<file path="config.mk">
export PLATFORM = sky130hd
export DESIGN_NAME = iwd_decoder
export DESIGN_NICKNAME = d
export VERILOG_FILES = /design/src/iwd_pkg.sv /design/src/iwd_decoder.sv
export VERILOG_INCLUDE_DIRS = /design/src /design/src/src
export SDC_FILE = /design/constraint.sdc
export NUM_CORES = 1
export LEC_CHECK = 0
export BUFFER_PORTS_ARGS = -buffer_cell sky130_fd_sc_hd__buf_2
export CAP_MARGIN = 20
export CORE_UTILIZATION = 47
export CTS_CLUSTER_SIZE = 14
export DETAILED_ROUTE_END_ITERATION = 10
export PLACE_DENSITY_LB_ADDON = 0.08
export SETUP_SLACK_MARGIN = 0.3
export SLEW_MARGIN = 20
export SYNTH_ARGS = -nofsm -noshare
export SYNTH_HDL_FRONTEND = slang
export SYNTH_SLANG_ARGS = --single-unit
</file>
<file path="constraint.sdc">
create_clock -name SYS_CLK -period 2.2 [get_ports SYS_CLK]
set_clock_uncertainty 0.2 [all_clocks]
set_input_delay 0.44 -clock SYS_CLK [delete_from_list [all_inputs] [get_ports SYS_CLK]]
set_output_delay 0.44 -clock SYS_CLK [all_outputs]
set_load 0.005 [all_outputs]
</file>
<file path="src/iwd_cfg.svh">
// Constants of the instruction word decoder: field positions, codes, timing.
// Assumes a single clock domain; included by the decoder module only.
// How it works
// - Each instruction is one 16-bit word, except three that take two words.
// - A word splits into an opcode part and operand fields.
// - A second word carries ones in its top four bits, operands below.
// - A second word fetched alone executes as a no-operation.
// - Single-word: one cycle; taken test or program counter change adds a no-op cycle.
// - Each double-word instruction takes two instruction cycles.
// - One instruction cycle is four oscillator periods.
// - Destination zero writes the working register, one writes the file register.
// - Byte instructions decode file address, destination and access select.
// - Bit instructions decode file address, access select and bit number.
// - Literal instructions decode a literal and, where present, a pointer number.
// - Control instructions decode address, call/return mode or table mode fields.
// - Access select zero forces the access bank; one uses the bank select register.
`ifndef IWD_CFG_SVH
`define IWD_CFG_SVH
`define IWD_PHASES      3'h4
`define IWD_SECOND_TAG  4'hf
`define IWD_F_LSB       0
`define IWD_A_BIT       8
`define IWD_D_BIT       9
`define IWD_B_LSB       9
`define IWD_CALL_FIRST  7'h76
`define IWD_GOTO_FIRST  8'hef
`define IWD_LFSR_FIRST  10'h3b8
`define IWD_ACCESS_BANK 4'h0
`define IWD_BRA_NIB     4'hd
`define IWD_BRANCH_NIB  4'he
`define IWD_MISC_HIGH   8'h00
`define IWD_RETFIE_LOW  7'h08
`define IWD_RETURN_LOW  7'h09
`define IWD_RETLW_HIGH  8'h0c
`endif

</file>
<file path="src/iwd_pkg.sv">
// Types of the instruction word decoder.
// Assumes the constants header sits beside it.
package iwd_pkg;
    typedef enum logic [2:0] {
        IWD_CLS_NONE,
        IWD_CLS_BYTE,
        IWD_CLS_BIT,
        IWD_CLS_LIT,
        IWD_CLS_CTRL,
        IWD_CLS_SECOND
    } iwd_class_t;
    typedef enum logic [1:0] {
        IWD_FETCH,
        IWD_EXTRA,
        IWD_WORD2
    } iwd_state_t;
endpackage
</file>
<file path="src/iwd_decoder.sv">
// Instruction word decoder and cycle sequencer.
// Assumes words arrive from same-clock fetch logic, one per instruction cycle on WORD_VALID.
`timescale 1ns/1ns
`include "iwd_cfg.svh"
module iwd_decoder (
    input  wire logic                 SYS_CLK,
    input  wire logic                 RST,
    input  wire logic                 CE,
    input  wire logic [15:0]          WORD,
    input  wire logic                 WORD_VALID,
    input  wire logic                 TAKEN,
    input  wire logic [3:0]           BANK_SEL,
    output logic                      CYCLE_STROBE,
    output logic [1:0]                PHASE,
    output iwd_pkg::iwd_class_t       INSTR_CLASS,
    output logic [15:0]               OPCODE_WORD,
    output logic [7:0]                FILE_ADDR,
    output logic [3:0]                BANK,
    output logic                      DEST_FILE,
    output logic [2:0]                BIT_NUM,
    output logic [7:0]                LITERAL,
    output logic [1:0]                POINTER_SEL,
    output logic [19:0]               PROG_ADDR,
    output logic                      CALL_MODE,
    output logic [1:0]                TABLE_MODE,
    output logic                      DOUBLE_WORD,
    output logic                      EXEC_NOP,
    output logic [1:0]                CYCLES
);
    typedef struct packed {
        logic [1:0]          phase;
        logic                strobe;
        iwd_pkg::iwd_state_t st;
        iwd_pkg::iwd_class_t cls;
        logic [15:0]         op;
        logic [7:0]          f;
        logic [3:0]          bank;
        logic                d;
        logic [2:0]          b;
        logic [7:0]          k;
        logic [1:0]          ptr;
        logic [19:0]         addr;
        logic                s;
        logic [1:0]          m;
        logic                dbl;
        logic                nop;
        logic [1:0]          cycles;
    } iwd_state_s_t;

    iwd_state_s_t s_q;
    iwd_state_s_t s_d;
    logic         cyc_end;
    // Opcode groups, decoded once so the sequencer and the checks agree
    logic [3:0]   top_nib;
    logic         is_second;
    logic         is_call;
    logic         is_goto;
    logic         is_ptr_load;
    logic         is_double;
    logic         is_bit;
    logic         is_rel;
    logic         is_cond;
    logic         is_misc;
    logic         is_ret;
    logic         is_ctrl;
    logic         is_lit;
    logic         is_retlw;
    logic         fetch_take;
    logic         second_take;

    always_comb begin
        top_nib     = WORD[15:12];
        is_second   = (top_nib == `IWD_SECOND_TAG);
        is_call     = (WORD[15:9] == `IWD_CALL_FIRST);
        is_goto     = (WORD[15:8] == `IWD_GOTO_FIRST);
        is_ptr_load = (WORD[15:6] == `IWD_LFSR_FIRST);
        is_double   = is_call || is_goto || is_ptr_load;
        is_bit      = (top_nib >= 4'h7 && top_nib <= 4'hb);
        is_rel      = (top_nib == `IWD_BRA_NIB);
        is_cond     = (top_nib == `IWD_BRANCH_NIB);
        is_misc     = (WORD[15:8] == `IWD_MISC_HIGH);
        is_ret      = is_misc && (WORD[7:1] == `IWD_RETFIE_LOW || WORD[7:1] == `IWD_RETURN_LOW);
        is_ctrl     = is_rel || is_cond || is_misc;
        is_lit      = (top_nib == 4'h0 || WORD[15:11] == 5'h1c);
        is_retlw    = (WORD[15:8] == `IWD_RETLW_HIGH);
        fetch_take  = CE && cyc_end && s_q.st == iwd_pkg::IWD_FETCH && WORD_VALID;
        second_take = CE && cyc_end && s_q.st == iwd_pkg::IWD_WORD2 && WORD_VALID && is_second;
    end

    always_comb begin
        s_d = s_q;
        s_d.strobe = 1'b0;
        cyc_end = (s_q.phase == 2'(`IWD_PHASES - 3'h1));
        s_d.phase = s_q.phase + 2'h1;
        if (cyc_end) begin
            s_d.strobe = 1'b1;
            unique case (s_q.st)
                iwd_pkg::IWD_FETCH: begin
                    if (WORD_VALID) begin
                        s_d.op = WORD;
                        s_d.nop = 1'b0;
                        s_d.dbl = 1'b0;
                        s_d.cycles = 2'h1;
                        s_d.f = WORD[`IWD_F_LSB +: 8];
                        s_d.d = WORD[`IWD_D_BIT];
                        s_d.b = WORD[`IWD_B_LSB +: 3];
                        s_d.k = WORD[7:0];
                        s_d.bank = WORD[`IWD_A_BIT] ? BANK_SEL : `IWD_ACCESS_BANK;
                        s_d.ptr = WORD[5:4];
                        s_d.s = WORD[0];
                        s_d.m = WORD[1:0];
                        s_d.addr = {12'h000, WORD[7:0]};
                        s_d.st = iwd_pkg::IWD_FETCH;
                        if (is_second) begin
                            s_d.cls = iwd_pkg::IWD_CLS_SECOND;
                            s_d.nop = 1'b1;
                        end else if (is_double) begin
                            s_d.dbl = 1'b1;
                            s_d.cycles = 2'h2;
                            s_d.cls = is_ptr_load ? iwd_pkg::IWD_CLS_LIT : iwd_pkg::IWD_CLS_CTRL;
                            s_d.s = WORD[8];
                            s_d.st = iwd_pkg::IWD_WORD2;
                        end else if (is_bit) begin
                            s_d.cls = iwd_pkg::IWD_CLS_BIT;
                            // Bit tests that skip arrive with TAKEN high
                            if (TAKEN) begin
                                s_d.cycles = 2'h2;
                                s_d.st = iwd_pkg::IWD_EXTRA;
                            end
                        end else if (is_ctrl) begin
                            s_d.cls = iwd_pkg::IWD_CLS_CTRL;
                            s_d.addr = is_rel ? {9'h000, WORD[10:0]} : {12'h000, WORD[7:0]};
                            if (is_rel || is_ret || (is_cond && TAKEN)) begin
                                s_d.cycles = 2'h2;
                                s_d.st = iwd_pkg::IWD_EXTRA;
                            end
                        end else if (is_lit) begin
                            s_d.cls = iwd_pkg::IWD_CLS_LIT;
                            // A literal return still changes the program counter
                            if (is_retlw) begin
                                s_d.cycles = 2'h2;
                                s_d.st = iwd_pkg::IWD_EXTRA;
                            end
                        end else begin
                            s_d.cls = iwd_pkg::IWD_CLS_BYTE;
                            if (TAKEN) begin
                                s_d.cycles = 2'h2;
                                s_d.st = iwd_pkg::IWD_EXTRA;
                            end
                        end
                    end else begin
                        s_d.cls = iwd_pkg::IWD_CLS_NONE;
                        s_d.nop = 1'b1;
                    end
                end
                iwd_pkg::IWD_EXTRA: begin
                    s_d.nop = 1'b1;
                    s_d.st = iwd_pkg::IWD_FETCH;
                end
                iwd_pkg::IWD_WORD2: begin
                    // Stall until the second word shows up
                    if (WORD_VALID && WORD[15:12] == `IWD_SECOND_TAG) begin
                        s_d.addr = {WORD[11:0], s_q.op[7:0]};
                        s_d.k = WORD[7:0];
                        s_d.f = {4'h0, s_q.op[3:0]};
                        s_d.st = iwd_pkg::IWD_FETCH;
                    end
                end
                default: begin
                    s_d.st = iwd_pkg::IWD_FETCH;
                end
            endcase
        end
        if (RST) begin
            s_d = '0;
        end
    end

    always_ff @(posedge SYS_CLK) begin
        if (RST || CE) begin
            s_q <= s_d;
        end
    end

    assign CYCLE_STROBE = s_q.strobe;
    assign PHASE        = s_q.phase;
    assign INSTR_CLASS  = s_q.cls;
    assign OPCODE_WORD  = s_q.op;
    assign FILE_ADDR    = s_q.f;
    assign BANK         = s_q.bank;
    assign DEST_FILE    = s_q.d;
    assign BIT_NUM      = s_q.b;
    assign LITERAL      = s_q.k;
    assign POINTER_SEL  = s_q.ptr;
    assign PROG_ADDR    = s_q.addr;
    assign CALL_MODE    = s_q.s;
    assign TABLE_MODE   = s_q.m;
    assign DOUBLE_WORD  = s_q.dbl;
    assign EXEC_NOP     = s_q.nop;
    assign CYCLES       = s_q.cycles;

    strobe_period_a: assert property (@(posedge SYS_CLK) disable iff (RST)
        (CE && CYCLE_STROBE) ##1 (CE [*4]) |-> CYCLE_STROBE)
        else $error("Cycle strobe not every four periods");
    second_nop_a: assert property (@(posedge SYS_CLK) disable iff (RST)
        (INSTR_CLASS == iwd_pkg::IWD_CLS_SECOND) |-> EXEC_NOP)
        else $error("Lone second word not a no-op");
    double_cycles_a: assert property (@(posedge SYS_CLK) disable iff (RST)
        DOUBLE_WORD |-> CYCLES == 2'h2)
        else $error("Double word not two cycles");
    access_bank_a: assert property (@(posedge SYS_CLK) disable iff (RST)
        (CE && cyc_end && s_q.st == iwd_pkg::IWD_FETCH && WORD_VALID && !WORD[8] && WORD[15:12] != 4'hf)
        |=> BANK == `IWD_ACCESS_BANK)
        else $error("Access select zero did not force access bank");
    dest_field_a: assert property (@(posedge SYS_CLK) disable iff (RST)
        (CE && cyc_end && s_q.st == iwd_pkg::IWD_FETCH && WORD_VALID) |=> DEST_FILE == $past(WORD[9]))
        else $error("Destination select mismatch");
    single_cycle_a: assert property (@(posedge SYS_CLK) disable iff (RST)
        (CYCLES == 2'h1 && CYCLE_STROBE) |-> !DOUBLE_WORD)
        else $error("Single cycle on double word");
    extra_nop_a: assert property (@(posedge SYS_CLK) disable iff (RST)
        (CE && cyc_end && s_q.st == iwd_pkg::IWD_EXTRA) |=> EXEC_NOP)
        else $error("Extra cycle not a no-op");
    bit_field_a: assert property (@(posedge SYS_CLK) disable iff (RST)
        (CE && cyc_end && s_q.st == iwd_pkg::IWD_FETCH && WORD_VALID) |=> BIT_NUM == $past(WORD[11:9]))
        else $error("Bit number mismatch");
    // Field capture and sequencing checks
    opcode_capture_a: assert property (@(posedge SYS_CLK) disable iff (RST)
        fetch_take |=> OPCODE_WORD == $past(WORD))
        else $error("Opcode word not captured");
    file_field_a: assert property (@(posedge SYS_CLK) disable iff (RST)
        fetch_take |=> FILE_ADDR == $past(WORD[7:0]))
        else $error("File address mismatch");
    literal_field_a: assert property (@(posedge SYS_CLK) disable iff (RST)
        fetch_take |=> LITERAL == $past(WORD[7:0]))
        else $error("Literal mismatch");
    pointer_field_a: assert property (@(posedge SYS_CLK) disable iff (RST)
        fetch_take |=> POINTER_SEL == $past(WORD[5:4]))
        else $error("Pointer number mismatch");
    table_mode_a: assert property (@(posedge SYS_CLK) disable iff (RST)
        fetch_take |=> TABLE_MODE == $past(WORD[1:0]))
        else $error("Table mode mismatch");
    bank_select_a: assert property (@(posedge SYS_CLK) disable iff (RST)
        (fetch_take && WORD[8]) |=> BANK == $past(BANK_SEL))
        else $error("Bank select not used");
    second_class_a: assert property (@(posedge SYS_CLK) disable iff (RST)
        (fetch_take && is_second) |=> INSTR_CLASS == iwd_pkg::IWD_CLS_SECOND && EXEC_NOP)
        else $error("Lone second word not classed as no-op");
    fetch_busy_a: assert property (@(posedge SYS_CLK) disable iff (RST)
        (fetch_take && !is_second) |=> !EXEC_NOP)
        else $error("Fetched instruction marked no-op");
    double_start_a: assert property (@(posedge SYS_CLK) disable iff (RST)
        (fetch_take && is_double) |=> DOUBLE_WORD && s_q.st == iwd_pkg::IWD_WORD2)
        else $error("Double word not awaiting second word");
    word2_stall_a: assert property (@(posedge SYS_CLK) disable iff (RST)
        (CE && cyc_end && s_q.st == iwd_pkg::IWD_WORD2 && !(WORD_VALID && is_second))
        |=> s_q.st == iwd_pkg::IWD_WORD2)
        else $error("Untagged word taken as second word");
    word2_addr_a: assert property (@(posedge SYS_CLK) disable iff (RST)
        second_take |=> PROG_ADDR == {$past(WORD[11:0]), $past(s_q.op[7:0])})
        else $error("Program address not joined");
    word2_literal_a: assert property (@(posedge SYS_CLK) disable iff (RST)
        second_take |=> LITERAL == $past(WORD[7:0]))
        else $error("Second word literal mismatch");
    word2_done_a: assert property (@(posedge SYS_CLK) disable iff (RST)
        second_take |=> s_q.st == iwd_pkg::IWD_FETCH && DOUBLE_WORD && CYCLES == 2'h2)
        else $error("Double word did not finish in two cycles");
    rel_two_a: assert property (@(posedge SYS_CLK) disable iff (RST)
        (fetch_take && is_rel) |=> CYCLES == 2'h2 && s_q.st == iwd_pkg::IWD_EXTRA)
        else $error("Relative branch not two cycles");
    taken_two_a: assert property (@(posedge SYS_CLK) disable iff (RST)
        (fetch_take && TAKEN && (is_bit || is_cond)) |=> CYCLES == 2'h2)
        else $error("True test not two cycles");
    cond_idle_a: assert property (@(posedge SYS_CLK) disable iff (RST)
        (fetch_take && is_cond && !is_double && !TAKEN) |=> CYCLES == 2'h1)
        else $error("Untaken branch not one cycle");
    phase_step_a: assert property (@(posedge SYS_CLK) disable iff (RST)
        CE |=> PHASE == $past(PHASE) + 2'h1)
        else $error("Phase did not advance");
    ce_freeze_a: assert property (@(posedge SYS_CLK) disable iff (RST)
        !CE |=> $stable(PHASE) && $stable(INSTR_CLASS) && $stable(OPCODE_WORD))
        else $error("State moved while clock enable low");
    strobe_phase_a: assert property (@(posedge SYS_CLK) disable iff (RST)
        CYCLE_STROBE |-> PHASE == 2'h0)
        else $error("Cycle strobe off phase zero");
    call_mode_a: assert property (@(posedge SYS_CLK) disable iff (RST)
        (fetch_take && is_double) |=> CALL_MODE == $past(WORD[8]))
        else $error("Call mode mismatch");
    extra_done_a: assert property (@(posedge SYS_CLK) disable iff (RST)
        (CE && cyc_end && s_q.st == iwd_pkg::IWD_EXTRA) |=> s_q.st == iwd_pkg::IWD_FETCH)
        else $error("Extra cycle did not return to fetch");
    class_byte_a: assert property (@(posedge SYS_CLK) disable iff (RST)
        (fetch_take && !(is_second || is_double || is_bit || is_ctrl || is_lit)) |=> INSTR_CLASS == iwd_pkg::IWD_CLS_BYTE)
        else $error("Byte instruction misclassed");
    class_bit_a: assert property (@(posedge SYS_CLK) disable iff (RST)
        (fetch_take && is_bit) |=> INSTR_CLASS == iwd_pkg::IWD_CLS_BIT)
        else $error("Bit instruction misclassed");
    dbl_seen_c: cover property (@(posedge SYS_CLK) DOUBLE_WORD && CYCLE_STROBE);
    extra_seen_c: cover property (@(posedge SYS_CLK) s_q.st == iwd_pkg::IWD_EXTRA);
    lone_second_c: cover property (@(posedge SYS_CLK) INSTR_CLASS == iwd_pkg::IWD_CLS_SECOND);
    ce_freeze_c: cover property (@(posedge SYS_CLK) !CE && !RST);
    retlw_extra_c: cover property (@(posedge SYS_CLK) fetch_take && is_retlw);
endmodule

</file>
Word-level counts from Yosys, hierarchy flattened

Cells that the tools add are included.

Register bits after elaboration: 77
Bits of input ports: 25

$add $sub $neg: 1
Order comparisons: 2
Eq/ne operators: 15
Mux-type cells: 48
Reduce and logical (&&, ||, !) cells: 26

Operators by type and width:

| kind                                                                   | count |
|---|---|
| 75-bit 2-to-1 mux                                                      | 1 |
| 66-bit 2-to-1 mux                                                      | 1 |
| 11-bit 2-to-1 mux                                                      | 4 |
| 20-bit one-hot mux with 2 select lines                                 | 1 |
| 8-bit one-hot mux with 2 select lines                                  | 2 |
| 2-bit 2-to-1 mux                                                       | 14 |
| 8-bit 2-to-1 mux                                                       | 3 |
| 20-bit 2-to-1 mux                                                      | 1 |
| 5-bit 2-to-1 mux                                                       | 4 |
| 19-bit 2-to-1 mux                                                      | 1 |
| 7-bit by 4-bit equality test with 1-bit output (second input constant) | 2 |
| 4-bit equality test (second input constant)                            | 3 |
| 12-bit 2-to-1 mux                                                      | 1 |
| 10-bit equality test (second input constant)                           | 1 |
| 1-bit logical OR                                                       | 9 |
| 3-bit 2-to-1 mux                                                       | 3 |
| 8-bit by 4-bit equality test with 1-bit output (second input constant) | 1 |
| 8-bit equality test (second input constant)                            | 1 |
| 8-bit logical NOT                                                      | 1 |
| 1-bit 2-to-1 mux                                                       | 8 |
| 4-bit 2-to-1 mux                                                       | 2 |
| 4-bit AND reduction                                                    | 2 |
| 7-bit equality test (second input constant)                            | 1 |
| 3-bit AND reduction                                                    | 2 |
| 16 further kinds                                                       | 23 |

Depth between registers and ports, before layout

Gate-level depths: netlist of the first run.

Depth after elaboration: 13
Gate-level depth with buffers: 6
Mapped depth without buffers: 6

Least setup slack after synthesis of the first run

Ideal clock, no wire load.

Path type: register to register
Start: register s_q[72] (netlist bit)
End: register s_q (netlist bit BANK[0]) (enable)
Data arrival time: 1,414 ps
Data required time: 1,618 ps
Path slack: 204 ps
Cell stages (with the launch flop): 4
Path buffers: 0
Path through: edfxtp_1 nor2_1 a31o_2 o21a_1

Cells in the longest elaborated chain, start to end: 3

Ends and longest elaborated chain:

| element                       | RTL line           | text |
|---|---|---|
| start, declared               | iwd_decoder.sv:50  | `iwd_state_s_t s_q;` |
| start signal, assigned        | iwd_decoder.sv:181 | `s_q <= s_d;` |
| 2-bit logical NOT             | iwd_decoder.sv:97  | `unique case (s_q.st)` |
| 2-bit nonzero test (no line)  | --                 |  |
| 4-bit AND reduction (no line) | --                 |  |

Every way passes these cells.
A chain may end at the register's enable or synchronous reset.

Final worst setup path of the first run

Start: register s_q[72] (netlist bit)
End: register s_q (netlist bit OPCODE_WORD[3]) (enable)

Same word-level chain as after synthesis.

==> out/qor.tcl, run 1 <==
set qor(run_status) {completed}
set qor(globalRouteTotalUtil) 0.183
set qor(fp.dieW_um) 86.5
set qor(final_weighted_congestion_of_routability_driven_global_placement) 0.792
set qor(holdBufCountCts) 0
set qor(synth_enable_flop_cells) 65
set qor(critical_path_arrival_ps) 1620
set qor(max_slew_margin) 0.624
set qor(complex_gate_fraction_of_the_synthesized_area) 0.0689
set qor(clock_sink_count) 65
set qor(rr_startpoint) {s_q[72]}
set qor(reg2reg_slack_ps) 400
set qor(synthSimpleGateAreaFrac) 0.157
set qor(power_density_nw_per_um2) 725
set qor(finalSetupViolations) 0
set qor(maxCapViolations) 0
set qor(clkTransAtPathRegs_ps) 70
set qor(antenna_cells_inserted) 0
set qor(timing.fmax_mhz) 555
set qor(layout_min_cycle_time_ps) 1800
set qor(antenna_found_initial) 0
set qor(synth_top_cell_by_area) {sky130_fd_sc_hd__edfxtp_1}
set qor(layout_commonest_cell) {sky130_fd_sc_hd__buf_2}
set qor(layout.nets) 341
set qor(place.port_buffers) 99
set qor(grt_start_max_net_pins) 33
set qor(row_count) 30
set qor(synth.distinct_cells) 46
set qor(detailedRoute.firstIterationViolations) 124
set qor(post_synth_mux_area_share) 0.00447
set qor(layout-drive-gt1-share) 0.447
set qor(ys_seq_elements) 65
set qor(rsz0062_at_grt) {yes}
set qor(clock_tree.htree_level_count) 3
set qor(cellLeakagePower_nw) 1.62
set qor(postSynth.topFlopCell) {sky130_fd_sc_hd__edfxtp_1}
set qor(cts_tree) {done}
set qor(routed_wirelength_um) 6380
set qor(die_h_um) 86.5
set qor(gr-total-overflow) 0
set qor(ff_latch_area_um2) 1950
set qor(yosys-top-cells-area) {sky130_fd_sc_hd__edfxtp_1, sky130_fd_sc_hd__buf_4, sky130_fd_sc_hd__and3_1}
set qor(slew_viol_final) 0
set qor(cts_buffer_depth) 2
set qor(hold_start) {BANK_SEL[3]}
set qor(area_added_between_synthesis_and_finish_pct) 9.24
set qor(syn_inst) 275
set qor(yosys.area_share.adder) 0.00373
set qor(number_of_clock_buffers_inserted_by_tritoncts) 9
set qor(totalNegativeSetupSlack_ps) 0
set qor(timing.final.hold_violations) 0
set qor(clockRootBuffer) {sky130_fd_sc_hd__clkbuf_8}
set qor(yosysTopAreaCellShare) 0.581
set qor(hpwlAfterDp_um) 4330
set qor(drt_first_pass_iters) 4
set qor(finalCritPeriodShare) 0.819
set qor(multi_input_area_um2) 798
set qor(post_syn_nets) 301
set qor(critPathRequiredTime_ps) 2020
set qor(ys_async_sr_fraction) 0
set qor(clk_latency_ps) 320
set qor(drc) 0
set qor(post_detailed_route_count_of_antenna_violating_nets) 0
set qor(share_of_the_synthesized_netlist_area_taken_by_xor_and_xnor_gates) 0.00261
set qor(vdd.ir_drop.worst_mv) 0.342
set qor(die_area_um2) 7490
set qor(min_delay_worst_endpoint) {BANK[3]}
set qor(wl_per_cell_um) 15.4
set qor(main_combinational_cell_family_by_area_after_synthesis) {buffers and inverters}
set qor(pin_count) 100
set qor(min_path_cells) 2
set qor(syn_area_um2) 3360
set qor(viasPerCell) 4.89
set qor(worstPathMaxFanout) 13
set qor(worstSetupPathType) {reg2reg}
set qor(critical_path.reg2reg.endpoint) {OPCODE_WORD[3]}
set qor(worst_setup_path_start_kind) {register}
set qor(yosys_warnings) 0
set qor(utilization) 0.537
set qor(depth_of_the_worst_register_to_register_path) 4
set qor(via_total_after_detailed_routing) 2025
set qor(worst-slew-pin-transition_ps) 564
set qor(final.fill_count) 599
set qor(initial_utilization) 0.492
set qor(min-delay-path-class) {in2reg}
set qor(sequential_element_share_of_the_synthesized_area) 0.581
set qor(top_library_cells_by_usage_in_the_layout_fill_and_taps_aside) {sky130_fd_sc_hd__buf_2, sky130_fd_sc_hd__edfxtp_1, sky130_fd_sc_hd__nand2_1, sky130_fd_sc_hd__and3_1, sky130_fd_sc_hd__and2_1}
set qor(global_route_wire_length_before_repair_um) 9940
set qor(crit_path_end_kind) {register}
set qor(core_um2) 6830
set qor(synth_area_per_cell_um2) 12.2
set qor(first_global_vias) 1902
==> stage by stage <==
step	cell area [um2]	std cells	worst slack [ps]	hold slack (ps)	total power, mW
after global routing	3670	414	292	213	2.78
after floorplan	3360	275	341	354	1.70
final	3670	414	397	217	2.66
after CTS	3640	411	334	198	2.69
after global placement	3470	397	264	367	1.76
after detailed placement	3470	397	230	383	1.76
==> power breakdown <==
| group | leakage [nW] | switching [mW] | total (mW) | internal, mW |
|---|---|---|---|---|
| combinational | 0.864 | 0.156 | 0.279 | 0.123 |
| clock | 0.0921 | 0.422 | 0.923 | 0.501 |
| sequential | 0.668 | 0.0240 | 1.46 | 1.43 |
| total | 1.62 | 0.603 | 2.66 | 2.06 |
==> final cells by class <==
| class | count | share of cell area |
|---|---|---|
| repair buffers | 111 | 0.167 |
| inverters | 3 | 0.00307 |
| flip-flops and latches | 65 | 0.532 |
| clock inverters | 5 | 0.0133 |
| well taps | 96 | 0.0327 |
| multi-input cells | 125 | 0.218 |
| clock buffers | 9 | 0.0338 |
==> critical path: stages (launching register included) <==
cell	delay, ps
sky130_fd_sc_hd__edfxtp_1	490
sky130_fd_sc_hd__nor2_2	190
sky130_fd_sc_hd__a31o_2	220
sky130_fd_sc_hd__o21a_2	150
sky130_fd_sc_hd__buf_4	230
==> Yosys cell counts, types with 3 or more instances <==
cell                       number
sky130_fd_sc_hd__buf_4         70
sky130_fd_sc_hd__edfxtp_1      65
sky130_fd_sc_hd__nand2_1       21
sky130_fd_sc_hd__and3_1        16
sky130_fd_sc_hd__and2_1        14
sky130_fd_sc_hd__nor2_1        13
sky130_fd_sc_hd__a21oi_1       11
sky130_fd_sc_hd__buf_2          6
sky130_fd_sc_hd__a31oi_1        4
sky130_fd_sc_hd__a22oi_1        3
sky130_fd_sc_hd__buf_6          3
sky130_fd_sc_hd__clkbuf_1       3
sky130_fd_sc_hd__inv_1          3
sky130_fd_sc_hd__nand2b_1       3
==> metal layers <==
| layer | global-route usage | share of wire |
|---|---|---|
| met3 | 0.0362 | 0.053 |
| met5 | 0 | 0 |
| met4 | 0.0818 | 0.0049 |
| met1 | 0.256 | 0.45 |
| met2 | 0.278 | 0.49 |
==> how the worst max path moves through the flow <==
stage	from	endpoint	slack (ps)	depth (start not counted)
floorplan	WORD[14]	FILE_ADDR[0]	340	4
global placement	WORD[2]	CYCLES[0]	260	5
detailed placement	WORD[2]	CYCLES[0]	230	5
CTS	PHASE[0]	INSTR_CLASS[2]	330	7
global route	PHASE[0]	INSTR_CLASS[2]	290	7
finish	s_q[72]	OPCODE_WORD[3]	400	4
==> sequential cells by signal (all words and copies together), names as in the netlist, 2 cells and up <==
register     cells
CYCLES           2
FILE_ADDR        8
PHASE            2
LITERAL          8
s_q              2
BANK             4
OPCODE_WORD     16
PROG_ADDR       16
INSTR_CLASS      3
==> what timing repair did <==
| action | in CTS | in global routing |
|---|---|---|
| resized for setup | 0 | 3 |
| setup buffers | 0 | 3 |
| endpoints found under the setup margin | 0 | 26 |
==> logic make-up (layout without fill, tap and decap cells) <==
kind of cell             Yosys count  count (layout)
AND/OR/NAND/NOR                   91              91
buffers and inverters             85             128
flip-flops                        65              65
AO/OA/AOI/OAI                     31              31
adder cells (fa/ha/maj)            1               1
XOR/XNOR                           1               1
multiplexers                       1               1
Note: power is estimated with default switching activity, not from simulation.
==> run 2, diff against run 1 <==
- ABC_AREA: default -> 1
- CORE_UTILIZATION: 47 -> 51
- clock period: 2.2 -> 1.8 ns (I/O delays scaled with it)
==> out/qor.tcl, run 2 <==
set qor(run_status) {finished, violations left}
set qor(failing_checks) {negative setup slack}
set qor(ff_latch_area_um2) 1950
set qor(row_count) 28
set qor(worstSetupPathType) {reg2reg}
set qor(die_h_um) 82.5
set qor(vdd.ir_drop.worst_mv) 0.464
set qor(syn_inst) 310
set qor(cts_buffer_depth) 2
set qor(initial_utilization) 0.542
set qor(die_area_um2) 6800
set qor(grt_start_max_net_pins) 33
set qor(final.fill_count) 419
set qor(yosys_warnings) 0
set qor(synth.distinct_cells) 26
set qor(critPathRequiredTime_ps) 1700
set qor(layout_commonest_cell) {sky130_fd_sc_hd__buf_2}
set qor(core_um2) 6100
set qor(clock_sink_count) 65
set qor(post_detailed_route_count_of_antenna_violating_nets) 0
set qor(top_library_cells_by_usage_in_the_layout_fill_and_taps_aside) {sky130_fd_sc_hd__buf_2, sky130_fd_sc_hd__edfxtp_1, sky130_fd_sc_hd__nor2_4, sky130_fd_sc_hd__inv_1}
set qor(ys_seq_elements) 65
set qor(yosysTopAreaCellShare) 0.591
set qor(clkTransAtPathRegs_ps) 70
set qor(fp.dieW_um) 82.5
set qor(postSynth.topFlopCell) {sky130_fd_sc_hd__edfxtp_1}
set qor(slew_viol_final) 0
set qor(power_density_nw_per_um2) 807
set qor(wl_per_cell_um) 16.3
set qor(ys_async_sr_fraction) 0
set qor(post-synth-top-count-cell) {sky130_fd_sc_hd__buf_4}
set qor(synth_enable_flop_cells) 65
set qor(via_total_after_detailed_routing) 2398
set qor(post_syn_nets) 336
set qor(setup_ws_ps) -6.84
set qor(hold-worst-slack_ps) 130
set qor(final_weighted_congestion_of_routability_driven_global_placement) 0.809
set qor(yosys-top-cells-area) {sky130_fd_sc_hd__edfxtp_1, sky130_fd_sc_hd__buf_4, sky130_fd_sc_hd__nor2_1}
set qor(synth_top_cell_by_area) {sky130_fd_sc_hd__edfxtp_1}
set qor(worst_setup_path_start_kind) {register}
set qor(maxCapViolations) 0
set qor(worst-slew-pin-transition_ps) 332
set qor(hpwlAfterDp_um) 4360
set qor(finalSetupViolations) 2
set qor(antenna_found_initial) 0
set qor(layout-drive-gt1-share) 0.648
set qor(cts_tree) {done}
set qor(crit_path_end_kind) {register}
set qor(gr-total-overflow) 0
set qor(antenna_cells_inserted) 0
set qor(totalNegativeSetupSlack_ps) -7.09
set qor(pin_count) 100
set qor(multi_input_area_um2) 1080
set qor(sequential_element_share_of_the_synthesized_area) 0.591
set qor(layout_min_cycle_time_ps) 1810
set qor(fin_total_pwr_mw) 3.66
set qor(max_slew_margin) 0.777
set qor(worstPathMaxFanout) 8
set qor(clock_tree.htree_level_count) 3
set qor(area_added_between_synthesis_and_finish_pct) 37.4
set qor(timing.fmax_mhz) 553
set qor(clk_latency_ps) 340
set qor(viasPerCell) 5.07
set qor(detailedRoute.firstIterationViolations) 112
set qor(synth_area_per_cell_um2) 10.7
set qor(place.port_buffers) 99
set qor(routed_wirelength_um) 7710
set qor(detailedPlace.worstSlack_ps) -165
set qor(syn_area_um2) 3300
set qor(clockRootBuffer) {sky130_fd_sc_hd__clkbuf_8}
set qor(cellLeakagePower_nw) 1.91
set qor(timing.final.hold_violations) 0
set qor(number_of_clock_buffers_inserted_by_tritoncts) 9
set qor(holdBufCountCts) 0
set qor(layout.nets) 420
set qor(first_global_vias) 2087
set qor(globalRouteTotalUtil) 0.204
set qor(rsz0062_at_grt) {yes}
set qor(min-delay-path-class) {in2reg}
set qor(critical_path_arrival_ps) 1700
set qor(finalCritPeriodShare) 1.00
set qor(synth.top_cells.by_count) {sky130_fd_sc_hd__buf_4, sky130_fd_sc_hd__edfxtp_1, sky130_fd_sc_hd__nor2_1, sky130_fd_sc_hd__inv_1, sky130_fd_sc_hd__nand2_1}
set qor(drt_first_pass_iters) 4
set qor(global_route_wire_length_before_repair_um) 9920
set qor(drc) 0
run 2: changes by cell type in the layout (fill, tap and decap cells not counted), moves of 8 or more:
cell,delta
sky130_fd_sc_hd__nor2_4,+25
sky130_fd_sc_hd__inv_1,+23
sky130_fd_sc_hd__buf_6,+17
sky130_fd_sc_hd__and3_1,-16
sky130_fd_sc_hd__and2_1,-14
sky130_fd_sc_hd__a21oi_2,+13
sky130_fd_sc_hd__buf_4,+11
sky130_fd_sc_hd__a21oi_1,-9
sky130_fd_sc_hd__o21ai_2,+9
sky130_fd_sc_hd__inv_2,+8
sky130_fd_sc_hd__nor2_1,+8
sky130_fd_sc_hd__nor2_2,+8
run 2: report_power, final:
part | total [mW] | switching, mW | internal, mW
registers | 1.82 | 0.0393 | 1.78
clock network | 1.20 | 0.578 | 0.624
logic | 0.638 | 0.349 | 0.289
run 2: through the flow:
stage / cell area [um2] / cells / util
global placement: 3570 / 428 / 0.586
floorplan: 3390 / 310 / -
CTS: 4030 / 456 / 0.661
global route: 4540 / 473 / 0.745
detailed placement: 3570 / 428 / 0.586
finish: 4540 / 473 / 0.745
run 2: what timing repair did:
action,CTS,global route
cloned,3,4
pin swaps,5,28
endpoints found under the setup margin,120,119
setup buffers,10,13
gates resized for setup,52,89
run 2: cell families (layout without fill, tap and decap cells):
kind of cell | count (synthesis) | in the layout | synth area share
flip-flops | 65 | 65 | 0.591
AND/OR/NAND/NOR | 96 | 97 | 0.134
AO/OA/AOI/OAI | 33 | 33 | 0.0587
buffers and inverters | 115 | 202 | 0.213
adder cells (fa/ha/maj) | 1 | 1 | 0.00379
run 2: metal layers:
layer  track usage  vias up  wire length [um]
met5             0        -                 0
met4         0.104        0               138
met3        0.0385       16               356
met2         0.337       84              4080
met1         0.256     1172              3130
li1              -     1126                 -
run 2: final cells by class:
cell class | instances | share of cell area
Inverter | 39 | 0.0411
Clock inverter | 6 | 0.0132
Multi-Input combinational cell | 131 | 0.238
Timing Repair inverter | 2 | 0.00441
Timing Repair Buffer | 146 | 0.225
Tap cell | 75 | 0.0207
Sequential cell | 65 | 0.430
Clock buffer | 9 | 0.0273
run 2: worst paths after layout:
kind	start	endpoint	slack, ps	cells past startpoint
max	s_q[73]	FILE_ADDR[0]	-7	9
min	BANK_SEL[3]	BANK[3]	130	3
max reg2reg	s_q[73]	FILE_ADDR[0]	-7	9
min reg2reg	OPCODE_WORD[7]	PROG_ADDR[7]	410	1
run 2: critical path: stages, from the launching register on:
cell,delay [ps]
sky130_fd_sc_hd__edfxtp_1,460
sky130_fd_sc_hd__inv_2,80
sky130_fd_sc_hd__nor2_4,160
sky130_fd_sc_hd__buf_6,120
sky130_fd_sc_hd__buf_6,90
sky130_fd_sc_hd__buf_12,150
sky130_fd_sc_hd__inv_16,50
sky130_fd_sc_hd__buf_12,140
sky130_fd_sc_hd__nor2_4,90
sky130_fd_sc_hd__a21oi_2,40
==> run 3, diff against run 2 <==
- SETUP_SLACK_MARGIN: 0.3 -> 0.1
- TNS_END_PERCENT: default -> 10
==> out/qor.tcl, run 3 (synthesis gave the netlist of run 2 again) <==
set qor(detailedRoute.firstIterationViolations) 197
set qor(critPathSlowestCell) {sky130_fd_sc_hd__edfxtp_1}
set qor(slew_viol_final) 0
set qor(layout_commonest_cell) {sky130_fd_sc_hd__buf_2}
set qor(cts_tree) {done}
set qor(worstSetupPathType) {reg2reg}
set qor(timing.fmax_mhz) 571
set qor(place.port_buffers) 99
set qor(area_added_between_synthesis_and_finish_pct) 16.6
set qor(layout_min_cycle_time_ps) 1750
set qor(layout.nets) 394
set qor(rsz0062_at_grt) {yes}
set qor(first_global_vias) 1952
set qor(grt_start_max_net_pins) 33
set qor(holdBufCountCts) 0
set qor(post_detailed_route_count_of_antenna_violating_nets) 0
set qor(worst_setup_path_start_kind) {register}
set qor(layout-drive-gt1-share) 0.477
set qor(utilization) 0.632
set qor(core_um2) 6100
set qor(wl_per_cell_um) 13.6
set qor(run_status) {completed}
set qor(maxCapViolations) 0
set qor(antenna_cells_inserted) 0
set qor(die_h_um) 82.5
set qor(routed_wirelength_um) 6100
set qor(number_of_clock_buffers_inserted_by_tritoncts) 9
set qor(global_route_wire_length_before_repair_um) 9360
set qor(hpwlAfterDp_um) 4330
set qor(finalCritPeriodShare) 0.973
set qor(drc) 0
set qor(antenna_found_initial) 0
set qor(row_count) 28
set qor(critical_path_arrival_ps) 1580
set qor(crit_path_end_kind) {register}
set qor(gr-total-overflow) 0
set qor(cts_buffer_depth) 2
set qor(drt_first_pass_iters) 4
set qor(critPathBufInv) 1
set qor(clkTransAtPathRegs_ps) 70
set qor(fp.dieW_um) 82.5
set qor(pin_count) 100
set qor(fin_total_pwr_mw) 3.29
set qor(top_library_cells_by_usage_in_the_layout_fill_and_taps_aside) {sky130_fd_sc_hd__buf_2, sky130_fd_sc_hd__edfxtp_1, sky130_fd_sc_hd__nor2_1, sky130_fd_sc_hd__inv_1, sky130_fd_sc_hd__nand2_1}
set qor(globalRouteTotalUtil) 0.194
set qor(worst-slew-pin-transition_ps) 336
set qor(viasPerCell) 4.84
set qor(via_total_after_detailed_routing) 2169
set qor(clk_latency_ps) 330
set qor(clock_sink_count) 65
set qor(die_area_um2) 6800
set qor(finalSetupViolations) 0
set qor(vdd.ir_drop.worst_mv) 0.512
set qor(clock_tree.htree_level_count) 3
set qor(critPathRequiredTime_ps) 1630
set qor(clockRootBuffer) {sky130_fd_sc_hd__clkbuf_8}
set qor(initial_utilization) 0.542
set qor(power_density_nw_per_um2) 856
set qor(min-delay-path-class) {in2reg}
set qor(crit_path_max_incr_delay_ps) 470
set qor(cp_cell_sequence) {nor2_2 -> nor3_1 -> nor3_4 -> buf_12}
set qor(detailedPlace.worstSlack_ps) -117
set qor(timing.critical_path.max_delay_family) {simple AND/OR/NAND/NOR gates}
set qor(timing.final.hold_violations) 0
set qor(final_weighted_congestion_of_routability_driven_global_placement) 0.744
set qor(max_slew_margin) 0.774
set qor(totalNegativeSetupSlack_ps) 0
set qor(worstPathMaxFanout) 32
set qor(cellLeakagePower_nw) 1.72
set qor(setup_ws_ps) 48.6
-- run 3: report_power, final --
part / total [mW] / switching (mW) / internal, mW
sequential: 1.82 / 0.0351 / 1.78
combinational: 0.434 / 0.250 / 0.184
clock: 1.04 / 0.552 / 0.490
total: 3.29 / 0.837 / 2.46
-- run 3: per-layer routing --
layer / vias to the layer above / track usage / routed length [um]
met3: 10 / 0.0429 / 324
met2: 79 / 0.304 / 2980
met4: 0 / 0.0895 / 97
li1: 1065 / - / -
met5: - / 0 / 0
met1: 1015 / 0.258 / 2690
-- run 3: worst reg2reg max path: cells and delay by family, from the launching register on --
kind / cells / cell delay (ps)
AND/OR/NAND/NOR: 3 / 520
buffers and inverters: 1 / 230
flip-flops: 1 / 470
-- run 3: path summary, 6_finish.rpt --
path | from | end | slack [ps] | cells past startpoint
max | s_q[72] | PROG_ADDR[8] | 50 | 4
max reg2reg | s_q[72] | PROG_ADDR[8] | 50 | 4
min reg2reg | OPCODE_WORD[7] | PROG_ADDR[7] | 380 | 1
min | BANK_SEL[2] | BANK[2] | 120 | 3
-- run 3: cell type report --
type                       instances  area [um2]
timing repair buffer             123         723
multi-input combinational        130         748
clock buffer                      10         128
tap                               75        93.8
clock inverter                     6        35.0
sequential                        65        1950
fill                             525        2250
inverter                          39         170
-- run 3: repair_timing --
item / 4_1_cts / 5_1_grt
buffers inserted: 0 / 6
resized for setup: 2 / 27
pin swaps: 0 / 1
setup endpoints to repair: 60 / 79
-- run 3: stage by stage --
step / cell area [um2] / hold slack [ps] / std cells
2_1_floorplan: 3360 / 354 / 310
3_3_place_gp: 3560 / 367 / 426
3_5_place_dp: 3560 / 368 / 426
4_1_cts: 3730 / 109 / 442
5_1_grt: 3850 / 145 / 448
6_report: 3850 / 123 / 448
